$ cat src/rtl/csc_pkg.sv
package csc_pkg;

  localparam int NUM_CMP = 3;

  // Word addresses on the register bus
  localparam logic [3:0] ADDR_CTRL1     = 4'h0;
  localparam logic [3:0] ADDR_CTRL2     = 4'h1;
  localparam logic [3:0] ADDR_CTRL3     = 4'h2;
  localparam logic [3:0] ADDR_STATUS    = 4'h3;
  localparam logic [3:0] ADDR_IRQ_FLAGS = 4'h4;
  localparam logic [3:0] ADDR_IRQ_MASK  = 4'h5;

  // Channel control register fields
  localparam int CTRL_CH_LSB = 0;
  localparam int CTRL_CH_MSB = 1;
  localparam int CTRL_REF    = 4;
  localparam int CTRL_OUT    = 8;
  localparam int CTRL_EVT    = 9;

  // Shared status register fields
  localparam int STAT_OUT_LSB = 0;
  localparam int STAT_EVT_LSB = 8;
  localparam int STAT_IDLE    = 15;

  // Inverting input selections
  localparam logic [1:0] CH_PIN_B       = 2'h0;
  localparam logic [1:0] CH_PIN_C       = 2'h1;
  localparam logic [1:0] CH_PIN_D       = 2'h2;
  localparam logic [1:0] CH_HALF_BANDGAP = 2'h3;

  localparam logic [1:0]  RST_CH     = 2'h0;
  localparam logic        RST_REF    = 1'b0;
  localparam logic        RST_IDLE   = 1'b0;
  localparam logic [2:0]  RST_MASK   = 3'h0;
  localparam logic [15:0] RST_STATUS = 16'h0000;

endpackage

$ cat src/rtl/csc_chan_if.sv
`timescale 1ns/100ps
`default_nettype none
interface csc_chan_if;
  logic        wr;
  logic [15:0] wdata;
  logic [15:0] ctrl;
  logic        evt;

  modport hub  (output wr, output wdata, input ctrl, input evt);
  modport chan (input wr, input wdata, output ctrl, output evt);
endinterface
`default_nettype wire

$ cat src/rtl/csc_channel.sv
`timescale 1ns/100ps
`default_nettype none
module csc_channel (
  input  wire logic       clk,
  input  wire logic       rst,
  csc_chan_if.chan        bus,
  input  wire logic       cmp_raw,
  output logic            ref_sel,
  output logic [1:0]      ch_sel
);
  logic sync1;
  logic sync2;
  logic last;
  logic evt_flag;
  logic edge_seen;

  // Comparator output is asynchronous to clk
  always_ff @(posedge clk or posedge rst) begin
    if (rst) begin
      sync1 <= 1'b0;
      sync2 <= 1'b0;
      last  <= 1'b0;
    end else begin
      sync1 <= cmp_raw;
      sync2 <= sync1;
      last  <= sync2;
    end
  end

  assign edge_seen = sync2 ^ last;

  always_ff @(posedge clk or posedge rst) begin
    if (rst) begin
      ref_sel <= csc_pkg::RST_REF;
      ch_sel  <= csc_pkg::RST_CH;
    end else if (bus.wr) begin
      ref_sel <= bus.wdata[csc_pkg::CTRL_REF];
      ch_sel  <= bus.wdata[csc_pkg::CTRL_CH_MSB:csc_pkg::CTRL_CH_LSB];
    end
  end

  // Event flag: set on any output change, cleared by writing zero; set wins
  always_ff @(posedge clk or posedge rst) begin
    if (rst) begin
      evt_flag <= 1'b0;
      bus.evt  <= 1'b0;
    end else begin
      bus.evt <= edge_seen;
      if (edge_seen) begin
        evt_flag <= 1'b1;
      end else if (bus.wr && !bus.wdata[csc_pkg::CTRL_EVT]) begin
        evt_flag <= 1'b0;
      end
    end
  end

  always_comb begin
    bus.ctrl = 16'h0000;
    bus.ctrl[csc_pkg::CTRL_CH_MSB:csc_pkg::CTRL_CH_LSB] = ch_sel;
    bus.ctrl[csc_pkg::CTRL_REF] = ref_sel;
    bus.ctrl[csc_pkg::CTRL_OUT] = sync2;
    bus.ctrl[csc_pkg::CTRL_EVT] = evt_flag;
  end
endmodule
`default_nettype wire

$ cat src/rtl/csc_irq.sv
`timescale 1ns/100ps
`default_nettype none
module csc_irq (
  input  wire logic       clk,
  input  wire logic       rst,
  input  wire logic [2:0] set,
  input  wire logic       wr_flags,
  input  wire logic       wr_mask,
  input  wire logic [2:0] wdata,
  output logic      [2:0] flags,
  output logic      [2:0] mask,
  output logic            irq
);
  logic [2:0] clr;

  assign clr = wr_flags ? wdata : 3'h0;

  // Write one to clear; a new event in the same cycle wins
  always_ff @(posedge clk or posedge rst) begin
    if (rst) begin
      flags <= 3'h0;
    end else begin
      flags <= (flags & ~clr) | set;
    end
  end

  always_ff @(posedge clk or posedge rst) begin
    if (rst) begin
      mask <= csc_pkg::RST_MASK;
    end else if (wr_mask) begin
      mask <= wdata;
    end
  end

  always_ff @(posedge clk or posedge rst) begin
    if (rst) begin
      irq <= 1'b0;
    end else begin
      irq <= |(flags & mask);
    end
  end
endmodule
`default_nettype wire

$ cat src/rtl/csc_status_control.sv
// Summary of operation
// - Reference select bit 4 routes the non-inverting input to the internal reference when one, to input pin A when zero.
// - Channel select bits 1-0 route the inverting input: 11 half bandgap, 10 pin D, 01 pin C, 00 pin B.
// - Unimplemented bits of the channel control and shared status registers read as zero.
// - With idle stop set, interrupt requests are suppressed in Idle mode while comparisons continue.
// - With idle stop clear, the module works fully in Idle mode, interrupts included.
// - Status bit 10 mirrors comparator 3's event flag at control bit 9.
// - Status bit 9 mirrors comparator 2's event flag at control bit 9.
// - Status bit 8 mirrors comparator 1's event flag at control bit 9.
// - Status bit 2 mirrors comparator 3's output level at control bit 8.
// - Status bit 1 mirrors comparator 2's output level at control bit 8.
// - Status bit 0 mirrors comparator 1's output level at control bit 8.
// - After reset every implemented status bit reads zero.
`timescale 1ns/100ps
`default_nettype none
module csc_status_control (
  input  wire logic        clk,
  input  wire logic        rst,
  input  wire logic [3:0]  avs_address,
  input  wire logic        avs_read,
  input  wire logic        avs_write,
  input  wire logic [31:0] avs_writedata,
  input  wire logic [3:0]  avs_byteenable,
  output logic      [31:0] avs_readdata,
  output logic             avs_waitrequest,
  input  wire logic        idle_mode,
  input  wire logic [2:0]  cmp_out_raw,
  output logic      [2:0]  pos_ref_sel,
  output logic      [5:0]  neg_chan_sel,
  output logic             irq
);
  csc_chan_if chan [csc_pkg::NUM_CMP] ();

  logic [15:0] ctrl_rd [csc_pkg::NUM_CMP];
  logic [2:0]  evt_pulse;
  logic [2:0]  evt_level;
  logic [2:0]  out_level;
  logic        idle_stop;
  logic [15:0] status_rd;
  logic        wr_go;
  logic        rd_go;
  logic [2:0]  irq_flags;
  logic [2:0]  irq_mask;
  logic [2:0]  irq_set;
  logic [15:0] wr_val;

  // Byte-lane merge of a write into a 16-bit register
  function automatic logic [15:0] merge16(input logic [15:0] old_v,
                                          input logic [31:0] new_v,
                                          input logic [3:0]  be);
    logic [15:0] r;
    r = old_v;
    if (be[0]) begin
      r[7:0] = new_v[7:0];
    end
    if (be[1]) begin
      r[15:8] = new_v[15:8];
    end
    return r;
  endfunction

  // Answer one cycle after the request is seen
  always_ff @(posedge clk or posedge rst) begin
    if (rst) begin
      avs_waitrequest <= 1'b1;
    end else if ((avs_read || avs_write) && avs_waitrequest) begin
      avs_waitrequest <= 1'b0;
    end else begin
      avs_waitrequest <= 1'b1;
    end
  end

  assign wr_go = avs_write && !avs_waitrequest;
  assign rd_go = avs_read && avs_waitrequest;

  genvar g;
  generate
    for (g = 0; g < csc_pkg::NUM_CMP; g++) begin : g_cmp
      logic [1:0] ch;
      assign ctrl_rd[g]    = chan[g].ctrl;
      assign evt_pulse[g]  = chan[g].evt;
      assign evt_level[g]  = chan[g].ctrl[csc_pkg::CTRL_EVT];
      assign out_level[g]  = chan[g].ctrl[csc_pkg::CTRL_OUT];
      assign chan[g].wr    = wr_go && (avs_address == 4'(g));
      assign chan[g].wdata = merge16(chan[g].ctrl, avs_writedata, avs_byteenable);
      csc_channel u_chan (
        .clk     (clk),
        .rst     (rst),
        .bus     (chan[g]),
        .cmp_raw (cmp_out_raw[g]),
        .ref_sel (pos_ref_sel[g]),
        .ch_sel  (ch)
      );
      assign neg_chan_sel[2*g+1:2*g] = ch;
    end
  endgenerate

  assign wr_val = merge16(status_rd, avs_writedata, avs_byteenable);

  // Only the idle stop bit is writable in the shared status register
  always_ff @(posedge clk or posedge rst) begin
    if (rst) begin
      idle_stop <= csc_pkg::RST_IDLE;
    end else if (wr_go && avs_address == csc_pkg::ADDR_STATUS) begin
      idle_stop <= wr_val[csc_pkg::STAT_IDLE];
    end
  end

  always_comb begin
    status_rd = csc_pkg::RST_STATUS;
    status_rd[csc_pkg::STAT_IDLE] = idle_stop;
    status_rd[csc_pkg::STAT_EVT_LSB+2] = evt_level[2];
    status_rd[csc_pkg::STAT_EVT_LSB+1] = evt_level[1];
    status_rd[csc_pkg::STAT_EVT_LSB]   = evt_level[0];
    status_rd[csc_pkg::STAT_OUT_LSB+2] = out_level[2];
    status_rd[csc_pkg::STAT_OUT_LSB+1] = out_level[1];
    status_rd[csc_pkg::STAT_OUT_LSB]   = out_level[0];
  end

  // Events still set their channel event flags in Idle; with idle stop set their interrupt flags are not set, so no request is raised
  assign irq_set = (idle_mode && idle_stop) ? 3'h0 : evt_pulse;

  csc_irq u_irq (
    .clk      (clk),
    .rst      (rst),
    .set      (irq_set),
    .wr_flags (wr_go && avs_address == csc_pkg::ADDR_IRQ_FLAGS),
    .wr_mask  (wr_go && avs_address == csc_pkg::ADDR_IRQ_MASK && avs_byteenable[0]),
    .wdata    (avs_byteenable[0] ? avs_writedata[2:0] : 3'h0),
    .flags    (irq_flags),
    .mask     (irq_mask),
    .irq      (irq)
  );

  always_ff @(posedge clk or posedge rst) begin
    if (rst) begin
      avs_readdata <= 32'h00000000;
    end else if (rd_go) begin
      case (avs_address)
        csc_pkg::ADDR_CTRL1:     avs_readdata <= {16'h0000, ctrl_rd[0]};
        csc_pkg::ADDR_CTRL2:     avs_readdata <= {16'h0000, ctrl_rd[1]};
        csc_pkg::ADDR_CTRL3:     avs_readdata <= {16'h0000, ctrl_rd[2]};
        csc_pkg::ADDR_STATUS:    avs_readdata <= {16'h0000, status_rd};
        csc_pkg::ADDR_IRQ_FLAGS: avs_readdata <= {29'h00000000, irq_flags};
        csc_pkg::ADDR_IRQ_MASK:  avs_readdata <= {29'h00000000, irq_mask};
        default:                 avs_readdata <= 32'h00000000;
      endcase
    end
  end
endmodule
`default_nettype wire

$ cat config.mk
export PLATFORM = sky130hd
export DESIGN_NAME = csc_status_control
export DESIGN_NICKNAME = d
export VERILOG_FILES = /design/src/rtl/csc_pkg.sv /design/src/rtl/csc_chan_if.sv /design/src/rtl/csc_channel.sv /design/src/rtl/csc_irq.sv /design/src/rtl/csc_status_control.sv
export SDC_FILE = /design/constraint.sdc
export NUM_CORES = 1
export LEC_CHECK = 0
export CAP_MARGIN = 40
export CELL_PAD_IN_SITES_DETAIL_PLACEMENT = 0
export CELL_PAD_IN_SITES_GLOBAL_PLACEMENT = 1
export CORE_MARGIN = 10
export CORE_UTILIZATION = 30
export CTS_BUF_LIST = sky130_fd_sc_hd__clkbuf_4 sky130_fd_sc_hd__clkbuf_8
export DETAILED_ROUTE_END_ITERATION = 6
export DONT_BUFFER_PORTS = 1
export GPL_ROUTABILITY_DRIVEN = 0
export PLACE_DENSITY = 0.55
export SLEW_MARGIN = 10
export SYNTH_ARGS = -nofsm -noshare
export SYNTH_HDL_FRONTEND = slang
export SYNTH_SLANG_ARGS = --single-unit
$ cat constraint.sdc
create_clock -name clk -period 1.5 [get_ports clk]
set_clock_uncertainty 0.2 [all_clocks]
set_input_delay 0.075 -clock clk [delete_from_list [all_inputs] [get_ports clk]]
set_output_delay 0.075 -clock clk [all_outputs]
set_load 0.01 [all_outputs]
==> run metrics <==
outcome=finished, violations left; failing checks=negative hold slack, negative setup slack; GRT Total Usage=9.425%; most common cell in the netlist=dfrtp_1; TritonRoute pass-1 iters=5; area share of the largest cell type after synthesis=49.29%; number of synthesized flops with an enable pin=0; critical path class=reg2reg; cell taking the most area after synthesis=dfrtp_1; Post-Synthesis Cells=173; CTS tree=yes; Critical Path AT=1.63 ns; global-route wire length before repair=7583 um; Worst Setup End Kind=register; Area growth syn-to-layout=19.47%; Die H=102.3 um; final worst slack=-0.1430 ns; Tmin final=1.643 ns; synth warn=0; crit share post-route=109.5%; Max Cap Violations=0; drt first-iter violations=54; hpwl dp=3525 um; cts bufs inserted=5; Main synth FF type=dfrtp_1; # clock sinks=41; Rel. slew slack=65.19%; Rows=29; Async SR Flop Fraction=100.0%; htree depth=2; DR DRC count=0; maximum net fanout on the critical path=5; Cell Area, Synth=0.002031 mm^2; Final Hold Fails=13; vias in the first global route=1,386; Root Buffer=clkbuf_8; Min-Delay Path Class=in2reg; Yosys cell types=41; Synth area leaders=dfrtp_1 (49%), buf_4 (10%), mux2_2 (7.8%); Critical Path RT=1.48 ns; Ports=91; vias=1,333; Hold Slack=-0.1833 ns; Vias/cell=4.761; register bit total from synthesis=41; critical path, cell by cell=and3b_2, nand4b_1, mux2_2; critical path startpoint category=register; WL/cell=17.22 um; max-slew violations=0; Longest Clk Path Bufs=2; maximum number of pins on one net before global-route repair=42; initial antenna violation count=0; Setup violations, final=20; Crit path max-delay family=flip-flops; Post-CTS Hold Buffers=21; Remaining Overflow, GRT=0; Seq/Total Area, Yosys=50.59%; Skew-Pair Late Insertion Delay=0.30 ns; Avg Cell Area, Syn=11.74 um^2; Post-synth top cells=dfrtp_1 (40), buf_4 (28), nand2_1 (17); final-stage net count=250; initial core utilization=31.44%; clk slew on worst S/H paths=0.09 ns; fmax=0.6086 GHz; Die W=102.3 um; Setup TNS=-1.746 ns; layout cell share with drive strength beyond 1=23.65%; Max rail drop VDD=0.0003855 V; leakage power=1.106 nW; worst slew pin tran=0.5222 ns; ANT cells=0; Die ar.=0.01046 mm^2; total wire length=4821 um; Worst path max stage delay=0.54 ns; antenna-violating nets left=0; Core Area=0.006459 mm^2; cell type of the slowest stage on the worst timing path=dfstp_2; PD cells=992.2 mW/mm^2; Crit path buffers/inverters=0; Port Buf Inserts=0; RSZ-0062 raised after global routing=true
## routing by layer
layer	global-route usage, %	vias up	routed length (um)
li1	-	621	-
met4	4.772	0	114
met5	0	-	0
met1	10.71	644	1966
met2	15.31	58	2299
met3	3.441	10	440
## state kept, by name, indices dropped and copies added (netlist names)
name	flops
avs_readdata	8
g_cmp.u_chan.bus.evt	3
g_cmp.u_chan.sync1	3
u_irq.irq	1
g_cmp.u_chan.sync2	3
g_cmp.u_chan.ch_sel	6
g_cmp.u_chan.ref_sel	3
u_irq.mask	3
avs_waitrequest	1
idle_stop	1
g_cmp.u_chan.evt_flag	3
g_cmp.u_chan.last	3
u_irq.flags	3
## cells in the final DEF (no fill, tap or decap), types with 4 or more instances in the layout
master / instances
mux2_2: 10
buf_4: 6
conb_1: 24
buf_6: 4
dfrtp_1: 40
nand2_1: 15
clkbuf_8: 5
inv_1: 4
o21ai_1: 5
dlygate4sd3_1: 19
a22o_1: 5
mux2i_1: 7
nand3_1: 5
mux2_4: 4
## cell type report
class | instances | area [um^2]
clock buffers | 6 | 76.32
clock inverters | 2 | 15.01
fillers | 622 | 4033
inverters | 4 | 15.01
multi-input cells | 117 | 855.8
flip-flops and latches | 41 | 1027
well taps | 77 | 96.34
repair buffers | 33 | 340.3
## final timing paths
| check | from | endpoint | slack (ns) | depth (start not counted) |
|---|---|---|---|---|
| max | avs_waitrequest$_DFF_PP1_ | g_cmp[2].u_chan.ch_sel[1]$_DFFE_PP0P_ | -0.14 | 3 |
| min | avs_address[1] | g_cmp[2].u_chan.evt_flag$_DFFE_PP0P_ | -0.18 | 3 |
| max reg2reg | avs_waitrequest$_DFF_PP1_ | g_cmp[2].u_chan.ch_sel[1]$_DFFE_PP0P_ | -0.14 | 3 |
| min reg2reg | g_cmp[2].u_chan.sync1$_DFF_PP0_ | g_cmp[2].u_chan.sync2$_DFF_PP0_ | 0.15 | 0 |
| max in group asynchronous | rst | avs_waitrequest$_DFF_PP1_ | 0.78 | 3 |
| min in group asynchronous | rst | g_cmp[2].u_chan.bus.evt$_DFF_PP0_ | 0.07 | 3 |
## worst reg2reg max path, stage by stage, from the launching register on
cell and delay (ns):
dfstp_2 0.54, and3b_2 0.25, nand4b_1 0.19, mux2_2 0.35
## stage by stage
stage / instances / worst slack, ns / utilization (%) / total power, mW / area (um^2)
floorplan: 196 / -0.09521 / - / 1.577 / 2117
global placement: 248 / -0.1317 / 31.05 / 1.578 / 2006
detailed placement: 248 / -0.1531 / 31.05 / 1.584 / 2006
CTS: 278 / -0.1521 / 36.69 / 2.411 / 2370
global route: 280 / -0.2001 / 37.56 / 2.554 / 2426
finish: 280 / -0.1430 / 37.56 / 2.407 / 2426
## cells by family (layout without fill, tap and decap cells)
family	count (synthesis)	in the layout	share of synthesized area [%]
other	1	24	0.1847
multiplexers	21	21	11.21
AND/OR/NAND/NOR	44	44	12.57
AO/OA/AOI/OAI	25	25	9.243
XOR/XNOR	3	3	1.294
flip-flops	41	41	50.59
buffers and inverters	38	45	14.91
## where the power goes
| group | switching [mW] | leakage (nW) | internal (mW) |
|---|---|---|---|
| logic | 0.180 | 0.566 | 0.192 |
| clock network | 0.392 | 0.0408 | 0.346 |
| registers | 0.0976 | 0.499 | 1.20 |
## repair_timing
action / 4_1_cts / 5_1_grt
pin swaps: 4 / 4
endpoints found under the setup margin: 22 / 24
endpoints found under the hold margin: 72 / 13
buffers inserted: 1 / 2
resized for setup: 12 / 16
Power figures use the tool's default switching activity.
